`config.mk`:
```
export PLATFORM = sky130hd
export DESIGN_NAME = lsc_servo_rx
export DESIGN_NICKNAME = d
export VERILOG_FILES = /design/src/lsc_pkg.sv /design/src/lsc_servo_rx.sv
export VERILOG_INCLUDE_DIRS = /design/src
export SDC_FILE = /design/constraint.sdc
export NUM_CORES = 1
export LEC_CHECK = 0
export BUFFER_PORTS_ARGS = -buffer_cell sky130_fd_sc_hd__buf_2
export CORE_ASPECT_RATIO = 1.75
export CORE_MARGIN = 2
export CORE_UTILIZATION = 54
export DETAILED_ROUTE_END_ITERATION = 10
export PLACE_DENSITY = 0.8
export SKIP_CTS_REPAIR_TIMING = 1
export SLEW_MARGIN = 40
export SYNTH_ARGS = -nofsm -noshare
export SYNTH_HDL_FRONTEND = slang
export SYNTH_SLANG_ARGS = --single-unit
export TNS_END_PERCENT = 20
```
`constraint.sdc`:
```
create_clock -name i_ref_clk -period 7.31 [get_ports i_ref_clk]
set_input_delay 0.731 -clock i_ref_clk [delete_from_list [all_inputs] [get_ports i_ref_clk]]
set_output_delay 0.731 -clock i_ref_clk [all_outputs]
set_load 0.005 [all_outputs]
```
`src/lsc_defines.svh`:
```
`ifndef LSC_DEFINES_SVH
`define LSC_DEFINES_SVH

// Register byte offsets on the APB side
`define LSC_OFS_STATUS 12'h000
`define LSC_OFS_COMMAND 12'h004
`define LSC_OFS_CONTROL 12'h008

// Status register field positions
`define LSC_ST_OVERCUR 0
`define LSC_ST_STOPPED 1
`define LSC_ST_CW 2
`define LSC_ST_CCW 3
`define LSC_ST_PARITY 4
`define LSC_ST_OVERTEMP 5
`define LSC_ST_CSUM 6
`define LSC_ST_OVERVOLT 7

// Control register field positions
`define LSC_CTL_STANDBY 0

// Request byte field positions
`define LSC_REQ_CLR_COMM 0
`define LSC_REQ_CLR_DIAG 1
`define LSC_REQ_SOFT 2
`define LSC_REQ_LONG 3
`define LSC_REQ_DUTY_LO 4
`define LSC_REQ_DUTY_HI 5
`define LSC_REQ_ESTOP 6
`define LSC_REQ_RECOVER 7

// Identifier byte field positions
`define LSC_ID_DIR 4
`define LSC_ID_LEN 5
`define LSC_ID_PAR_A 6
`define LSC_ID_PAR_B 7

// Values
`define LSC_HOLD_RST 8'h00
`define LSC_CSUM_GOOD 8'hFF
`define LSC_TARGET_CCW 8'h00
`define LSC_TARGET_CW 8'hFF
`define LSC_DIR_RX 1'b1
`define LSC_LEN_TWO 1'b0

`endif

```
`src/lsc_pkg.sv`:
```
package lsc_pkg;

   // Frame reception progress
   typedef enum logic [1:0] {
      lsc_rx_idle,
      lsc_rx_cmd,
      lsc_rx_req,
      lsc_rx_csum
   } lsc_rx_t;

   // Motor drive mode
   typedef enum logic [1:0] {
      lsc_mot_off,
      lsc_mot_seek,
      lsc_mot_force_cw,
      lsc_mot_force_ccw
   } lsc_motor_t;

endpackage

```
`src/lsc_servo_rx.sv`:
```
// Chosen here: the placing of the registers and the APB slave port.
`timescale 1ns/1ns
`include "lsc_defines.svh"

// Summary of operation
// - Own address, receive direction, short length, good parity
// - Foreign or bad identifier: ignore rest of frame
// - Well framed data byte goes to holding register
// - Bad framing discards frame, sets both errors
// - Holding registers clear to zero on reset
// - End-around sum equal all ones commits data
// - Bad sum flags error, official data unchanged
// - New positioning only when target changed or on recovery
// - Target above position: drive A, clockwise
// - Target below position: drive B, counter-clockwise
// - Target reached: both low, stopped flag
// - Recovery with zero target forces counter-clockwise
// - Recovery with full target forces clockwise
// - Forced rotation ignores soft start, keeps duty
// - Request bit zero clears communication errors
// - Request bit one clears protection flags
// - Request bit two enables soft start/stop
// - Request bit three picks long ramp
// - Request bits four, five pick duty limit
// - Request bit six stops motor at once
// - Restart needs new target or recovery; stop beats recovery
// - Recovery resumes unchanged target unless over-current
// - Identifier parity checked, mismatch on own address sets flag
// - Node address from four straps, upper fixed
// - Communication errors hold until clear or standby
module lsc_servo_rx (
   // Clock and reset
   input wire logic i_ref_clk,
   input wire logic i_nrst,
   // APB slave
   input wire logic i_psel,
   input wire logic i_penable,
   input wire logic i_pwrite,
   input wire logic [11:0] i_paddr,
   input wire logic [31:0] i_pwdata,
   output logic [31:0] o_prdata,
   output logic o_pready,
   output logic o_pslverr,
   // Received fields from the frame receiver
   input wire logic i_rx_id_valid,
   input wire logic i_rx_byte_valid,
   input wire logic [7:0] i_rx_data,
   input wire logic i_rx_start_bit,
   input wire logic i_rx_stop_bit,
   // Address straps (pins)
   input wire logic i_node_addr_bit_a,
   input wire logic i_node_addr_bit_b,
   input wire logic i_node_addr_bit_c,
   input wire logic i_node_addr_bit_d,
   // Position and protection events
   input wire logic [7:0] i_pot_pos,
   input wire logic i_overcur_evt,
   input wire logic i_overtemp_evt,
   input wire logic i_overvolt_evt,
   // Motor and PWM settings
   output logic o_motor_output_a,
   output logic o_motor_output_b,
   output lsc_pkg::lsc_motor_t o_motor_mode,
   output logic o_soft_ramp_en,
   output logic o_ramp_long,
   output logic [1:0] o_duty_sel,
   // Flags
   output logic o_cw_flag,
   output logic o_ccw_flag,
   output logic o_stopped_flag,
   output logic o_parity_err,
   output logic o_csum_err,
   output logic o_overcur_flag,
   output logic o_overtemp_flag,
   output logic o_overvolt_flag
);
   import lsc_pkg::*;

   // Add with the carry folded back into bit zero
   function automatic logic [7:0] add_wrap(input logic [7:0] a, input logic [7:0] b);
      logic [8:0] s;
      s = {1'b0, a} + {1'b0, b};
      add_wrap = s[7:0] + {7'h00, s[8]};
   endfunction

   logic [3:0] strap_meta_q;
   logic [3:0] strap_q;
   lsc_rx_t rx_q;
   logic [7:0] id_q;
   logic [7:0] cmd_hold_reg_q;
   logic [7:0] req_hold_reg_q;
   logic [7:0] csum_hold_reg_q;
   logic [7:0] cmd_q;
   logic [7:0] req_q;
   logic commit_q;
   logic [7:0] prev_cmd_q;
   logic standby_q;
   logic par_calc_a;
   logic par_calc_b;
   logic addr_hit;
   logic par_bad;
   logic frame_ok;
   logic [7:0] csum_sum;
   logic commit_d;
   logic csum_fail;
   logic frame_fail;
   logic id_par_fail;
   logic diag_left;
   logic apb_access;
   logic apb_done;
   logic apb_mapped;
   logic [31:0] rd_word;

   // Straps are pins: two flops before use; open pin reads one
   always_ff @(posedge i_ref_clk) begin
      if (!i_nrst) begin
         strap_meta_q <= 4'h0;
         strap_q <= 4'h0;
      end else begin
         strap_meta_q <= {i_node_addr_bit_d, i_node_addr_bit_c, i_node_addr_bit_b, i_node_addr_bit_a};
         strap_q <= strap_meta_q;
      end
   end

   // Identifier checks on the incoming byte
   always_comb begin
      par_calc_a = i_rx_data[0] ^ i_rx_data[1] ^ i_rx_data[2] ^ i_rx_data[4];
      par_calc_b = ~(i_rx_data[1] ^ i_rx_data[3] ^ i_rx_data[4] ^ i_rx_data[5]);
      par_bad = (par_calc_a != i_rx_data[`LSC_ID_PAR_A]) || (par_calc_b != i_rx_data[`LSC_ID_PAR_B]);
      addr_hit = (i_rx_data[3:0] == strap_q);
      frame_ok = i_rx_start_bit == 1'b0 && i_rx_stop_bit == 1'b1;
      id_par_fail = i_rx_id_valid && addr_hit && par_bad;
   end

   // Checksum over identifier, both data bytes and checksum byte
   always_comb begin
      csum_sum = add_wrap(add_wrap(add_wrap(id_q, cmd_hold_reg_q), req_hold_reg_q), i_rx_data);
      commit_d = 1'b0;
      csum_fail = 1'b0;
      frame_fail = 1'b0;
      if (i_rx_byte_valid && rx_q != lsc_rx_idle) begin
         if (!frame_ok) begin
            frame_fail = 1'b1;
         end else if (rx_q == lsc_rx_csum) begin
            commit_d = (csum_sum == `LSC_CSUM_GOOD);
            csum_fail = (csum_sum != `LSC_CSUM_GOOD);
         end
      end
   end

   // Frame sequencing; a new identifier always restarts it
   always_ff @(posedge i_ref_clk) begin
      if (!i_nrst) begin
         rx_q <= lsc_rx_idle;
         id_q <= 8'h00;
         cmd_hold_reg_q <= `LSC_HOLD_RST;
         req_hold_reg_q <= `LSC_HOLD_RST;
         csum_hold_reg_q <= `LSC_HOLD_RST;
      end else if (i_rx_id_valid) begin
         id_q <= i_rx_data;
         if (addr_hit && !par_bad && i_rx_data[`LSC_ID_DIR] == `LSC_DIR_RX
             && i_rx_data[`LSC_ID_LEN] == `LSC_LEN_TWO) begin
            rx_q <= lsc_rx_cmd;
         end else begin
            rx_q <= lsc_rx_idle;
         end
      end else if (i_rx_byte_valid) begin
         case (rx_q)
            lsc_rx_cmd: begin
               if (frame_ok) begin
                  cmd_hold_reg_q <= i_rx_data;
                  rx_q <= lsc_rx_req;
               end else begin
                  rx_q <= lsc_rx_idle;
               end
            end
            lsc_rx_req: begin
               if (frame_ok) begin
                  req_hold_reg_q <= i_rx_data;
                  rx_q <= lsc_rx_csum;
               end else begin
                  rx_q <= lsc_rx_idle;
               end
            end
            lsc_rx_csum: begin
               if (frame_ok) begin
                  csum_hold_reg_q <= i_rx_data;
               end
               rx_q <= lsc_rx_idle;
            end
            default: begin
               rx_q <= lsc_rx_idle;
            end
         endcase
      end
   end

   // Official data only from a frame with a good sum
   always_ff @(posedge i_ref_clk) begin
      if (!i_nrst) begin
         cmd_q <= `LSC_HOLD_RST;
         req_q <= `LSC_HOLD_RST;
         prev_cmd_q <= `LSC_HOLD_RST;
         commit_q <= 1'b0;
      end else begin
         commit_q <= commit_d;
         if (commit_d) begin
            prev_cmd_q <= cmd_q;
            cmd_q <= cmd_hold_reg_q;
            req_q <= req_hold_reg_q;
         end
      end
   end

   // Communication errors; a new error wins over a clear
   always_ff @(posedge i_ref_clk) begin
      if (!i_nrst) begin
         o_parity_err <= 1'b0;
         o_csum_err <= 1'b0;
      end else begin
         if (id_par_fail || frame_fail) begin
            o_parity_err <= 1'b1;
         end else if (standby_q || (commit_q && req_q[`LSC_REQ_CLR_COMM])) begin
            o_parity_err <= 1'b0;
         end
         if (csum_fail || frame_fail) begin
            o_csum_err <= 1'b1;
         end else if (standby_q || (commit_q && req_q[`LSC_REQ_CLR_COMM])) begin
            o_csum_err <= 1'b0;
         end
      end
   end

   // Protection flags; events win over the clear request
   always_ff @(posedge i_ref_clk) begin
      if (!i_nrst) begin
         o_overcur_flag <= 1'b0;
         o_overtemp_flag <= 1'b0;
         o_overvolt_flag <= 1'b0;
      end else begin
         if (i_overcur_evt) begin
            o_overcur_flag <= 1'b1;
         end else if (standby_q || (commit_q && req_q[`LSC_REQ_CLR_DIAG])) begin
            o_overcur_flag <= 1'b0;
         end
         if (i_overtemp_evt) begin
            o_overtemp_flag <= 1'b1;
         end else if (standby_q || (commit_q && req_q[`LSC_REQ_CLR_DIAG])) begin
            o_overtemp_flag <= 1'b0;
         end
         if (i_overvolt_evt) begin
            o_overvolt_flag <= 1'b1;
         end else if (standby_q || (commit_q && req_q[`LSC_REQ_CLR_DIAG])) begin
            o_overvolt_flag <= 1'b0;
         end
      end
   end

   // Protection still active after this frame's clear is applied
   always_comb begin
      diag_left = i_overcur_evt || i_overtemp_evt || i_overvolt_evt;
      if (!(commit_q && req_q[`LSC_REQ_CLR_DIAG])) begin
         diag_left = diag_left || o_overcur_flag || o_overtemp_flag || o_overvolt_flag;
      end
   end

   // Motor mode; changes on a commit, a protection event or flag, standby, or a seek reaching its target
   always_ff @(posedge i_ref_clk) begin
      if (!i_nrst) begin
         o_motor_mode <= lsc_mot_off;
      end else if (standby_q || diag_left) begin
         o_motor_mode <= lsc_mot_off;
      end else if (commit_q) begin
         if (req_q[`LSC_REQ_ESTOP]) begin
            o_motor_mode <= lsc_mot_off;
         end else if (req_q[`LSC_REQ_RECOVER] && !o_overcur_flag && cmd_q == `LSC_TARGET_CCW) begin
            o_motor_mode <= lsc_mot_force_ccw;
         end else if (req_q[`LSC_REQ_RECOVER] && !o_overcur_flag && cmd_q == `LSC_TARGET_CW) begin
            o_motor_mode <= lsc_mot_force_cw;
         end else if (cmd_q != prev_cmd_q) begin
            o_motor_mode <= lsc_mot_seek;
         end else if (req_q[`LSC_REQ_RECOVER] && !o_overcur_flag) begin
            o_motor_mode <= lsc_mot_seek;
         end
      end else if (o_motor_mode == lsc_mot_seek && cmd_q == i_pot_pos) begin
         o_motor_mode <= lsc_mot_off;
      end
   end

   // Bridge outputs and direction flags follow the mode each cycle
   always_ff @(posedge i_ref_clk) begin
      if (!i_nrst) begin
         o_motor_output_a <= 1'b0;
         o_motor_output_b <= 1'b0;
         o_cw_flag <= 1'b0;
         o_ccw_flag <= 1'b0;
      end else begin
         case (o_motor_mode)
            lsc_mot_seek: begin
               o_motor_output_a <= (cmd_q > i_pot_pos);
               o_motor_output_b <= (cmd_q < i_pot_pos);
               o_cw_flag <= (cmd_q > i_pot_pos);
               o_ccw_flag <= (cmd_q < i_pot_pos);
            end
            lsc_mot_force_cw: begin
               o_motor_output_a <= 1'b1;
               o_motor_output_b <= 1'b0;
               o_cw_flag <= 1'b1;
               o_ccw_flag <= 1'b0;
            end
            lsc_mot_force_ccw: begin
               o_motor_output_a <= 1'b0;
               o_motor_output_b <= 1'b1;
               o_cw_flag <= 1'b0;
               o_ccw_flag <= 1'b1;
            end
            default: begin
               o_motor_output_a <= 1'b0;
               o_motor_output_b <= 1'b0;
               o_cw_flag <= 1'b0;
               o_ccw_flag <= 1'b0;
            end
         endcase
      end
   end

   // Stopped flag after the motor has turned or a seek finds its target reached; reset shows zero
   always_ff @(posedge i_ref_clk) begin
      if (!i_nrst) begin
         o_stopped_flag <= 1'b0;
      end else if (o_cw_flag || o_ccw_flag) begin
         if (o_motor_mode == lsc_mot_off || (o_motor_mode == lsc_mot_seek && cmd_q == i_pot_pos)) begin
            o_stopped_flag <= 1'b1;
         end else begin
            o_stopped_flag <= 1'b0;
         end
      end else if (o_motor_mode == lsc_mot_seek && cmd_q == i_pot_pos) begin
         // Seek that never turned: new target already reached
         o_stopped_flag <= 1'b1;
      end else if (o_motor_mode != lsc_mot_off) begin
         o_stopped_flag <= 1'b0;
      end
   end

   // Settings for the PWM generator; forced rotation drops the ramp
   always_ff @(posedge i_ref_clk) begin
      if (!i_nrst) begin
         o_soft_ramp_en <= 1'b0;
         o_ramp_long <= 1'b0;
         o_duty_sel <= 2'h0;
      end else begin
         o_soft_ramp_en <= req_q[`LSC_REQ_SOFT] && o_motor_mode != lsc_mot_force_cw
                           && o_motor_mode != lsc_mot_force_ccw;
         o_ramp_long <= req_q[`LSC_REQ_LONG];
         o_duty_sel <= {req_q[`LSC_REQ_DUTY_HI], req_q[`LSC_REQ_DUTY_LO]};
      end
   end

   // APB decode; one wait state keeps read data registered
   always_comb begin
      apb_access = i_psel && i_penable;
      apb_done = apb_access && o_pready;
      apb_mapped = (i_paddr == `LSC_OFS_STATUS) || (i_paddr == `LSC_OFS_COMMAND)
                   || (i_paddr == `LSC_OFS_CONTROL);
      rd_word = 32'h0000_0000;
      case (i_paddr)
         `LSC_OFS_STATUS: begin
            rd_word = {24'h00_0000, o_overvolt_flag, o_csum_err, o_overtemp_flag, o_parity_err,
                       o_ccw_flag, o_cw_flag, o_stopped_flag, o_overcur_flag};
         end
         `LSC_OFS_COMMAND: begin
            rd_word = {8'h00, i_pot_pos, req_q, cmd_q};
         end
         `LSC_OFS_CONTROL: begin
            rd_word = {31'h0000_0000, standby_q};
         end
         default: begin
            rd_word = 32'h0000_0000;
         end
      endcase
   end

   // APB answer; unmapped addresses read zero with an error
   always_ff @(posedge i_ref_clk) begin
      if (!i_nrst) begin
         o_pready <= 1'b0;
         o_prdata <= 32'h0000_0000;
         o_pslverr <= 1'b0;
      end else if (apb_access && !o_pready) begin
         o_pready <= 1'b1;
         o_prdata <= i_pwrite ? 32'h0000_0000 : rd_word;
         o_pslverr <= !apb_mapped;
      end else begin
         o_pready <= 1'b0;
         o_prdata <= 32'h0000_0000;
         o_pslverr <= 1'b0;
      end
   end

   // Standby control; write lands on the completing edge only
   always_ff @(posedge i_ref_clk) begin
      if (!i_nrst) begin
         standby_q <= 1'b0;
      end else if (apb_done && i_pwrite && i_paddr == `LSC_OFS_CONTROL) begin
         standby_q <= i_pwdata[`LSC_CTL_STANDBY];
      end
   end

endmodule

```
[Yosys cells after proc, flatten, opt, wreduce, memory -nomap -nowiden]
Cells that the tools add are included.
Operators by class
  $add $sub $neg: 6
  $lt $le $gt $ge: 2
  eq/ne operators: 19
  muxes and demuxes: 37
  bitwise gates (word level): 12
  reductions and logical operators: 58
Operators by type and width (count)
  $pmux W24 S3: 1
  $add A8 B8 Y9: 3
  $add A8 B1 Y8: 3
  $mux W1: 22
  $mux W2: 11
  $logic_and A1 B1 Y1: 20
  $reduce_bool A2 Y1: 9
  $eq A8 B8 Y1 const B: 2
  $logic_or A1 B1 Y1: 15
  $eq A12 B3 Y1 const B: 1
  $eq A12 B4 Y1 const B: 1
  $logic_not A12 Y1: 1
  $eq A2 B2 Y1 const B: 4
  $eq A8 B8 Y1: 1
  $gt A8 B8 Y1: 1
  $logic_not A8 Y1: 1
  $lt A8 B8 Y1: 1
  $ne A8 B8 Y1: 1
  $ne A8 B8 Y1 const B: 1
  $reduce_and A4 Y1: 2
  $ne A6 B2 Y1 const B: 1
  $not A1 Y1: 6
  $xor A1 B1 Y1: 6
  $eq A2 B1 Y1 const B: 2
  11 further kinds: 18
Storage, ports and cells
  flip-flop bits (word level): 108
  logic and storage cells: 160

[Longest topological paths before layout]
Gate-level depths: netlist (run 1).
  depth in word-level cells: 12
  mapped depth: 36

[Worst setup path before layout (run 1)]
Ideal clock, no wire load.
  kind: reg2reg
  start point: register id_q[0]
  end point: register prev_cmd_q[5]
  arrival time: 6.647 ns
  data required time: 7.238 ns
  setup slack: 0.591 ns
  stages on the path, launching flop included: 35
  buffers on the path: 1
  clock period less this slack: 6.719 ns
  path through: dfxtp_1 -> ha_1 -> fa_1 -> and3_1 -> o21ai_1 -> a21oi_1 -> o21ai_1 -> nand2b_1 -> a21o_1 -> ha_1 -> ha_1 -> fa_1 -> a211oi_1 -> o21bai_1 -> a21oi_1 -> o21bai_1 -> a21o_1 -> ha_1 -> ha_1 -> inv_1 -> fa_1 -> nand2b_1 -> a21oi_1 -> a31oi_1 -> nor2b_1 -> o21ai_1 -> nand2b_1 -> ha_1 -> nand2b_2 -> or3_1 -> a21boi_2 -> o2111ai_2 -> nor4_4 -> buf_6 -> mux2i_1
Between the ends
  longest elaborated chain between the ends: 10
RTL lines
  start, declared: RTL line lsc_servo_rx.sv:89  | logic [7:0] id_q;
  start signal, assigned: RTL line lsc_servo_rx.sv:160  | id_q <= i_rx_data;
  $add A8 B8 Y9: RTL line lsc_servo_rx.sv:82  | s = {1'b0, a} + {1'b0, b};
  $add A8 B1 Y8: RTL line lsc_servo_rx.sv:83  | add_wrap = s[7:0] + {7'h00, s[8]};
  $add A8 B8 Y9: RTL line lsc_servo_rx.sv:82
  $add A8 B1 Y8: RTL line lsc_servo_rx.sv:83
  $add A8 B8 Y9: RTL line lsc_servo_rx.sv:82
  $add A8 B1 Y8: RTL line lsc_servo_rx.sv:83
  $eq A8 B8 Y1 (no source line)
  $mux W1: RTL line lsc_servo_rx.sv:144  | end else if (rx_q == lsc_rx_csum) begin
  $mux W1: RTL line lsc_servo_rx.sv:142  | if (!frame_ok) begin
  $mux W1: RTL line lsc_servo_rx.sv:141  | if (i_rx_byte_valid && rx_q != lsc_rx_idle) begin
  end signal, assigned: RTL line lsc_servo_rx.sv:203  | prev_cmd_q <= `LSC_HOLD_RST;
  end signal, assigned: RTL line lsc_servo_rx.sv:208  | prev_cmd_q <= cmd_q;
  end, declared: RTL line lsc_servo_rx.sv:96  | logic [7:0] prev_cmd_q;
Every way passes these cells.
A chain may end at the register's enable or synchronous reset.

[Worst setup path in the final report (run 1)]
  start point: register cmd_hold_reg_q[0]
  end point: register prev_cmd_q[4]
Between the ends
  longest elaborated chain between the ends: 10
RTL lines
  start, declared: RTL line lsc_servo_rx.sv:90  | logic [7:0] cmd_hold_reg_q;
  start signal, assigned: RTL line lsc_servo_rx.sv:156  | cmd_hold_reg_q <= `LSC_HOLD_RST;
  start signal, assigned: RTL line lsc_servo_rx.sv:171  | cmd_hold_reg_q <= i_rx_data;
  $add A8 B8 Y9: RTL line lsc_servo_rx.sv:82
  $add A8 B1 Y8: RTL line lsc_servo_rx.sv:83
  $add A8 B8 Y9: RTL line lsc_servo_rx.sv:82
  $add A8 B1 Y8: RTL line lsc_servo_rx.sv:83
  $add A8 B8 Y9: RTL line lsc_servo_rx.sv:82
  $add A8 B1 Y8: RTL line lsc_servo_rx.sv:83
  $eq A8 B8 Y1 (no source line)
  $mux W1: RTL line lsc_servo_rx.sv:144
  $mux W1: RTL line lsc_servo_rx.sv:142
  $mux W1: RTL line lsc_servo_rx.sv:141
Every way passes these cells.

==> run_results.csv, run 1 <==
group,metric,value,unit
run_status,status,"complete, no violations",
finish,final_cells,783,
detailed_routing,wl_met2,7060,um
pwr,power.density,180,nW/um^2
detailed_routing,highest_layer,"met4",
place,place_inst,760,
clock_tree,cts_tree,"yes",
setup_path,critPathMaxStageDelay,0.36,ns
hold_path,min_path_type,"flop to flop",
sta,fmax,0.142,GHz
sta,slew_viol_final,0,
pwr,power,1.14,mW
detailed_routing,final_antenna_net_count,0,
pwr,leakagePower,3.09,nW
sta,fin_skew,0.00583,ns
setup_path,required,7.58,ns
finish,design_area,6320,sq um
detailed_routing,routedWlPerCell,16.1,um
finish,multiInputGateArea,3230,sq um
setup_path,crit_top_cell,"ha_1",
finish,regArea,2000,sq um
clock_tree,clockBufferDepth,2,
detailed_routing,finalWirelength,12600,um
setup_path,path_class,"flop to flop",
detailed_routing,first_pass_iters,4,
synth,synthDistinctLibCells,53,
die,io_pins,126,
detailed_routing,drc,0,
clock_tree,cts_max_level,3,
sta,tightestPinTransition,0.776,ns
die,fp.dieArea,10800,sq um
place,gp_congestion,0.895,
pwr,ir_drop,0.133,mV
detailed_routing,via_per_inst,5.51,
global_routing,antenna_found_initial,0,
sta,finalCritPeriodShare,96.1,%
sta,layout_min_cycle_time,7.02,ns
detailed_routing,wl_met1,4450,um
setup_path,critPathCaptureType,"flop",
finish,nFillCells,820,
synth,synth_top_area_cell,"dfxtp_1",
setup_path,path_delay_family,"adder cells",
die,start_util,54.9,%
synth,synth-main-ff-cell,"dfxtp_1",
setup_path,worst-path-buf-inv,3,
global_routing,grt_pass1_wl,19500,um
global_routing,grtUsageTotal,23.3,%
detailed_routing,vias,4318,
synth,syn_inst,564,
clock_tree,cts-buffers-inserted,9,
place,placed_cell_area,5870,sq um
place,io_buffers,86,
synth,yosysSeqAreaShare,37.3,%
global_routing,grt_pass1_vias,4110,
setup_path,slowest_stage,"fa_2",
setup_path,start_kind,"flop",
synth,synth_edf_count,0,
finish,drive_gt1_share,19.9,%
synth,synth_warnings,0,
die,fp.dieW,79.4,um
place,detailed_place_hpwl,9160,um
die,rows,48,
synth,synth.area.top_cells,"dfxtp_1 (37%), ha_1 (11%), mux2i_1 (10%), xor2_1 (4.6%), nor2b_1 (3.8%)",
finish,area_growth,17.8,%
clock_tree,clk_latency,0.34,ns
die,die_y,136,um
synth,synth_area,5370,sq um
flow_run,max_cap_viol_count,0,
synth,synth-seq-cells,100,
detailed_routing,drt_iter0_markers,204,
clock_tree,cts_root_buffer,"clkbuf_16",
global_routing,grt_max_degree,88,
die,coreArea,9790,sq um
finish,diodes,0,
clock_tree,cts.sinks,100,
finish,nets,780,
setup_path,crit_arrival,7.29,ns
detailed_routing,wl_met3,497,um
clock_tree,clkTransAtPathRegs,0.06,ns
synth,synth_area_per_cell,9.52,sq um
sta,hold_viol,0,
setup_path,cp_max_fo,12,
synth,async_reset_ff_share,0,%
synth,synth_top_area_share,37.3,%
global_routing,grt_overflow,0,
sta,relSlewSlack,48.2,%
sta,whs,0.436,ns
sta,setup_viol,0,
==> sequential cells by signal, indices dropped and copies added, names as in the netlist, 8 cells and up <==
signal	flops
o_prdata	24
cmd_hold_reg_q	8
cmd_q	8
id_q	8
prev_cmd_q	8
req_hold_reg_q	8
req_q	8
==> where the power goes <==
part	switching, mW	internal (mW)
sequential	0.00531	0.552
combinational	0.0698	0.0522
clock	0.193	0.266
==> cell type report <==
type                       count  share of cell area, %
clock inverter                 4                  0.772
tap                          125                   2.47
inverter                      25                   1.48
clock buffer                  12                   3.74
sequential                   100                   31.7
multi-input combinational    421                   51.1
timing repair buffer          96                   8.80
==> layout by cell type (no fill, tap or decap), types with 9 or more instances in the layout <==
cell       instances
xnor2_1           14
nor4_1             9
nor2b_1           33
a21o_1             9
nand2_1           48
buf_2             86
mux2i_1           56
nor2_1            29
xor2_1            26
dfxtp_1           99
nor3_1            11
clkbuf_16         11
a21oi_1           21
and2_1            17
ha_1              45
and3_1            10
inv_1             24
==> metrics by stage <==
| step | setup WS (ns) | TNS, ns | utilization (%) |
|---|---|---|---|
| 6_report | 0.285 | 0 | 64.6 |
| 5_1_grt | -0.0517 | -0.548 | 64.6 |
| 4_1_cts | -0.0197 | -0.0716 | 62.9 |
| 3_5_place_dp | 0.00209 | 0 | 60.0 |
| 3_3_place_gp | 0.117 | 0 | 60.0 |
| 2_1_floorplan | 0.591 | 0 | - |
==> kinds of logic (layout without fill, tap and decap cells) <==
group	Yosys count	count (layout)	synth area share (%)
other	1	8	0.0698
xor gates and xnor gates	44	44	7.69
buffers and inverters	50	137	4.47
adders and majority gates	51	51	12.3
AOI/OAI and AO/OA	74	74	9.11
and+or+nand+nor	188	188	18.6
muxes	56	56	10.4
DFF	100	100	37.3
==> synth_stat cells, drive strengths merged (12+ instances only) <==
| cell | instances |
|---|---|
| a21oi | 24 |
| and2 | 17 |
| buf | 13 |
| clkbuf | 12 |
| dfxtp | 100 |
| ha | 48 |
| inv | 25 |
| mux2i | 56 |
| nand2 | 48 |
| nor2 | 29 |
| nor2b | 33 |
| xnor2 | 14 |
| xor2 | 28 |
==> worst reg2reg max path, delay by kind of cell, from the launching register on <==
| kind | cells | cell delay [ns] |
|---|---|---|
| compound gates | 14 | 1.96 |
| xor+xnor | 1 | 0.16 |
| fa+ha+maj | 9 | 2.38 |
| buf+inv | 3 | 0.43 |
| flops | 1 | 0.35 |
| mux | 1 | 0.19 |
| simple gates | 9 | 1.46 |
==> layer usage <==
layer,up-vias,global-route usage (%)
met3,37,4.71
met4,0,12.5
met2,135,43.9
li1,2106,-
met1,2040,23.4
met5,-,0
==> path summary, 6_finish.rpt <==
kind	endpoint	startpoint	slack (ns)	depth (start not counted)
worst max register to register	prev_cmd_q[4]	cmd_hold_reg_q[0]	0.29	37
worst min register to register	strap_q[2]	strap_meta_q[2]	0.44	1
worst min-delay path	strap_q[2]	strap_meta_q[2]	0.44	1
worst max-delay path	prev_cmd_q[4]	cmd_hold_reg_q[0]	0.29	37
Power figures use the tool's default switching activity.
==> run 2: changes to the inputs <==
Settings changed: CORE_UTILIZATION 54 to 36, PLACE_DENSITY 0.8 to not set.
==> run 2 against run 1 <==
  * Routed wire length is 6.9% higher
  * Sequential power hardly changed
  * Sequential share of layout area is 0.94 points lower
  * Die area is 48% higher
  * Global-route usage is 6.9 points lower
  * Hold slack better by 0.0050 ns
==> run_results.csv, run 2 (synthesized netlist as in run 1, its figures left out) <==
group,metric,value,unit
run_status,status,"complete, no violations",
finish,diodes,0,
hold_path,whs_path_depth,1,
finish,regMostFlops,"o_prdata",
sta,slew_viol_final,0,
finish,multiInputGateArea,3300,sq um
detailed_routing,finalWirelength,13500,um
setup_path,cp_max_fo,6,
detailed_routing,routedWlPerCell,16.0,um
die,start_util,36.4,%
place,placed_cell_area,5940,sq um
finish,final_common_cell,"dfxtp_1",
setup_path,worst-path-buf-inv,2,
finish,nets,781,
sta,fin_skew,0.00901,ns
place,post-place-ws,0.0348,ns
setup_path,r2r-start,"cmd_hold_reg_q[0]",
setup_path,r2r_end,"prev_cmd_q[0]",
finish,mostFrequentLayoutCells,"dfxtp_1 (100), buf_2 (86), mux2i_1 (56), nand2_1 (48), ha_1 (42)",
sta,hold_viol,0,
clock_tree,cts-buffers-inserted,9,
finish,largest_register_ffs,24,
hold_path,hold_path_end,"strap_q[2]",
setup_path,start_kind,"flop",
detailed_routing,vias,4241,
clock_tree,clkTransAtPathRegs,0.07,ns
die,io_pins,126,
pwr,ir_drop,0.125,mV
setup_path,crit_top_cell,"ha_1",
die,fp.dieArea,15900,sq um
setup_path,required,7.58,ns
place,io_buffers,86,
pwr,leakagePower,3.12,nW
global_routing,grt_pass1_vias,4238,
setup_path,critPathMaxStageDelay,0.35,ns
die,die_y,166,um
setup_path,slowest_stage,"fa_2",
flow_run,max_cap_viol_count,0,
sta,tightestPinTransition,0.812,ns
sta,fin_ws,0.386,ns
clock_tree,clk_latency,0.34,ns
clock_tree,cts_max_level,3,
setup_path,path_class,"flop to flop",
sta,relSlewSlack,45.9,%
place,detailed_place_hpwl,9870,um
die,coreArea,14800,sq um
finish,drive_gt1_share,20.9,%
global_routing,grt_pass1_wl,20200,um
detailed_routing,drt_iter0_markers,156,
sta,layout_min_cycle_time,6.92,ns
clock_tree,cts_root_buffer,"clkbuf_16",
finish,nFillCells,1456,
detailed_routing,first_pass_iters,4,
clock_tree,cts.sinks,100,
die,fp.dieW,96.3,um
setup_path,crit_arrival,7.19,ns
global_routing,grt_max_degree,88,
setup_path,reg2reg_slack,0.39,ns
sta,setup_viol,0,
finish,fin_util,44.1,%
global_routing,grtUsageTotal,16.5,%
die,rows,59,
place,gp_congestion,0.868,
global_routing,grt_overflow,0,
hold_path,holdCritStartpoint,"strap_meta_q[2]",
finish,area_growth,21.3,%
sta,fmax,0.144,GHz
global_routing,antenna_found_initial,0,
finish,regArea,2000,sq um
detailed_routing,via_per_inst,5.04,
finish,design_area,6520,sq um
setup_path,path_delay_family,"adder cells",
detailed_routing,final_antenna_net_count,0,
clock_tree,cts_tree,"yes",
hold_path,min_path_type,"flop to flop",
setup_path,critPathCaptureType,"flop",
sta,finalCritPeriodShare,94.7,%
sta,timing.setup.tns,0,ns
clock_tree,clockBufferDepth,2,
pwr,power.density,182,nW/um^2
detailed_routing,drc,0,
setup_path,reg2reg_depth,37,
## run 2: cell count changes in the layout (fill, tap and decap cells not counted), sizes merged
cell,change
inv,+1
clkbuf,-2
clkinv,+1
buf,+1
## run 2: final cells by class
class,instances,share of cell area (%)
Clock inverter,6,1.25
Sequential cell,100,30.7
Timing Repair Buffer,97,8.72
Multi-Input combinational cell,421,50.7
Tap cell,183,3.51
Inverter,25,1.44
Clock buffer,10,3.67
## run 2: worst max path at each step
stage                      startpoint  cells past startpoint             to
floorplan                     id_q[0]                     34  prev_cmd_q[5]
global placement              id_q[0]                     35       req_q[3]
detailed placement            id_q[0]                     35       cmd_q[0]
CTS                           id_q[0]                     35       cmd_q[0]
global route        cmd_hold_reg_q[0]                     37       req_q[5]
finish              cmd_hold_reg_q[0]                     37  prev_cmd_q[0]
## run 2: per-layer routing
layer  GRT usage, %  share of wire [%]  up-vias  routed length, um
met4           7.94                3.1        0                425
li1               -                  -     2110                  -
met5              0                  0        -                  0
met3           1.91                3.8       22                516
met1           16.9                 37     2005               4930
met2           31.8                 57      104               7630
## run 2: where the power goes
part	switching (mW)	internal (mW)	total, mW
combinational	0.0728	0.0553	0.128
clock	0.221	0.282	0.503
sequential	0.00481	0.551	0.556
total	0.299	0.888	1.19
## run 2: per-stage QoR
step | power, mW | hold WS, ns | std cells
floorplan | 0.647 | 0.412 | 571
global placement | 0.684 | 0.417 | 817
detailed placement | 0.686 | 0.429 | 817
CTS | 1.19 | 0.447 | 833
global route | 1.24 | 0.477 | 842
finish | 1.19 | 0.441 | 842
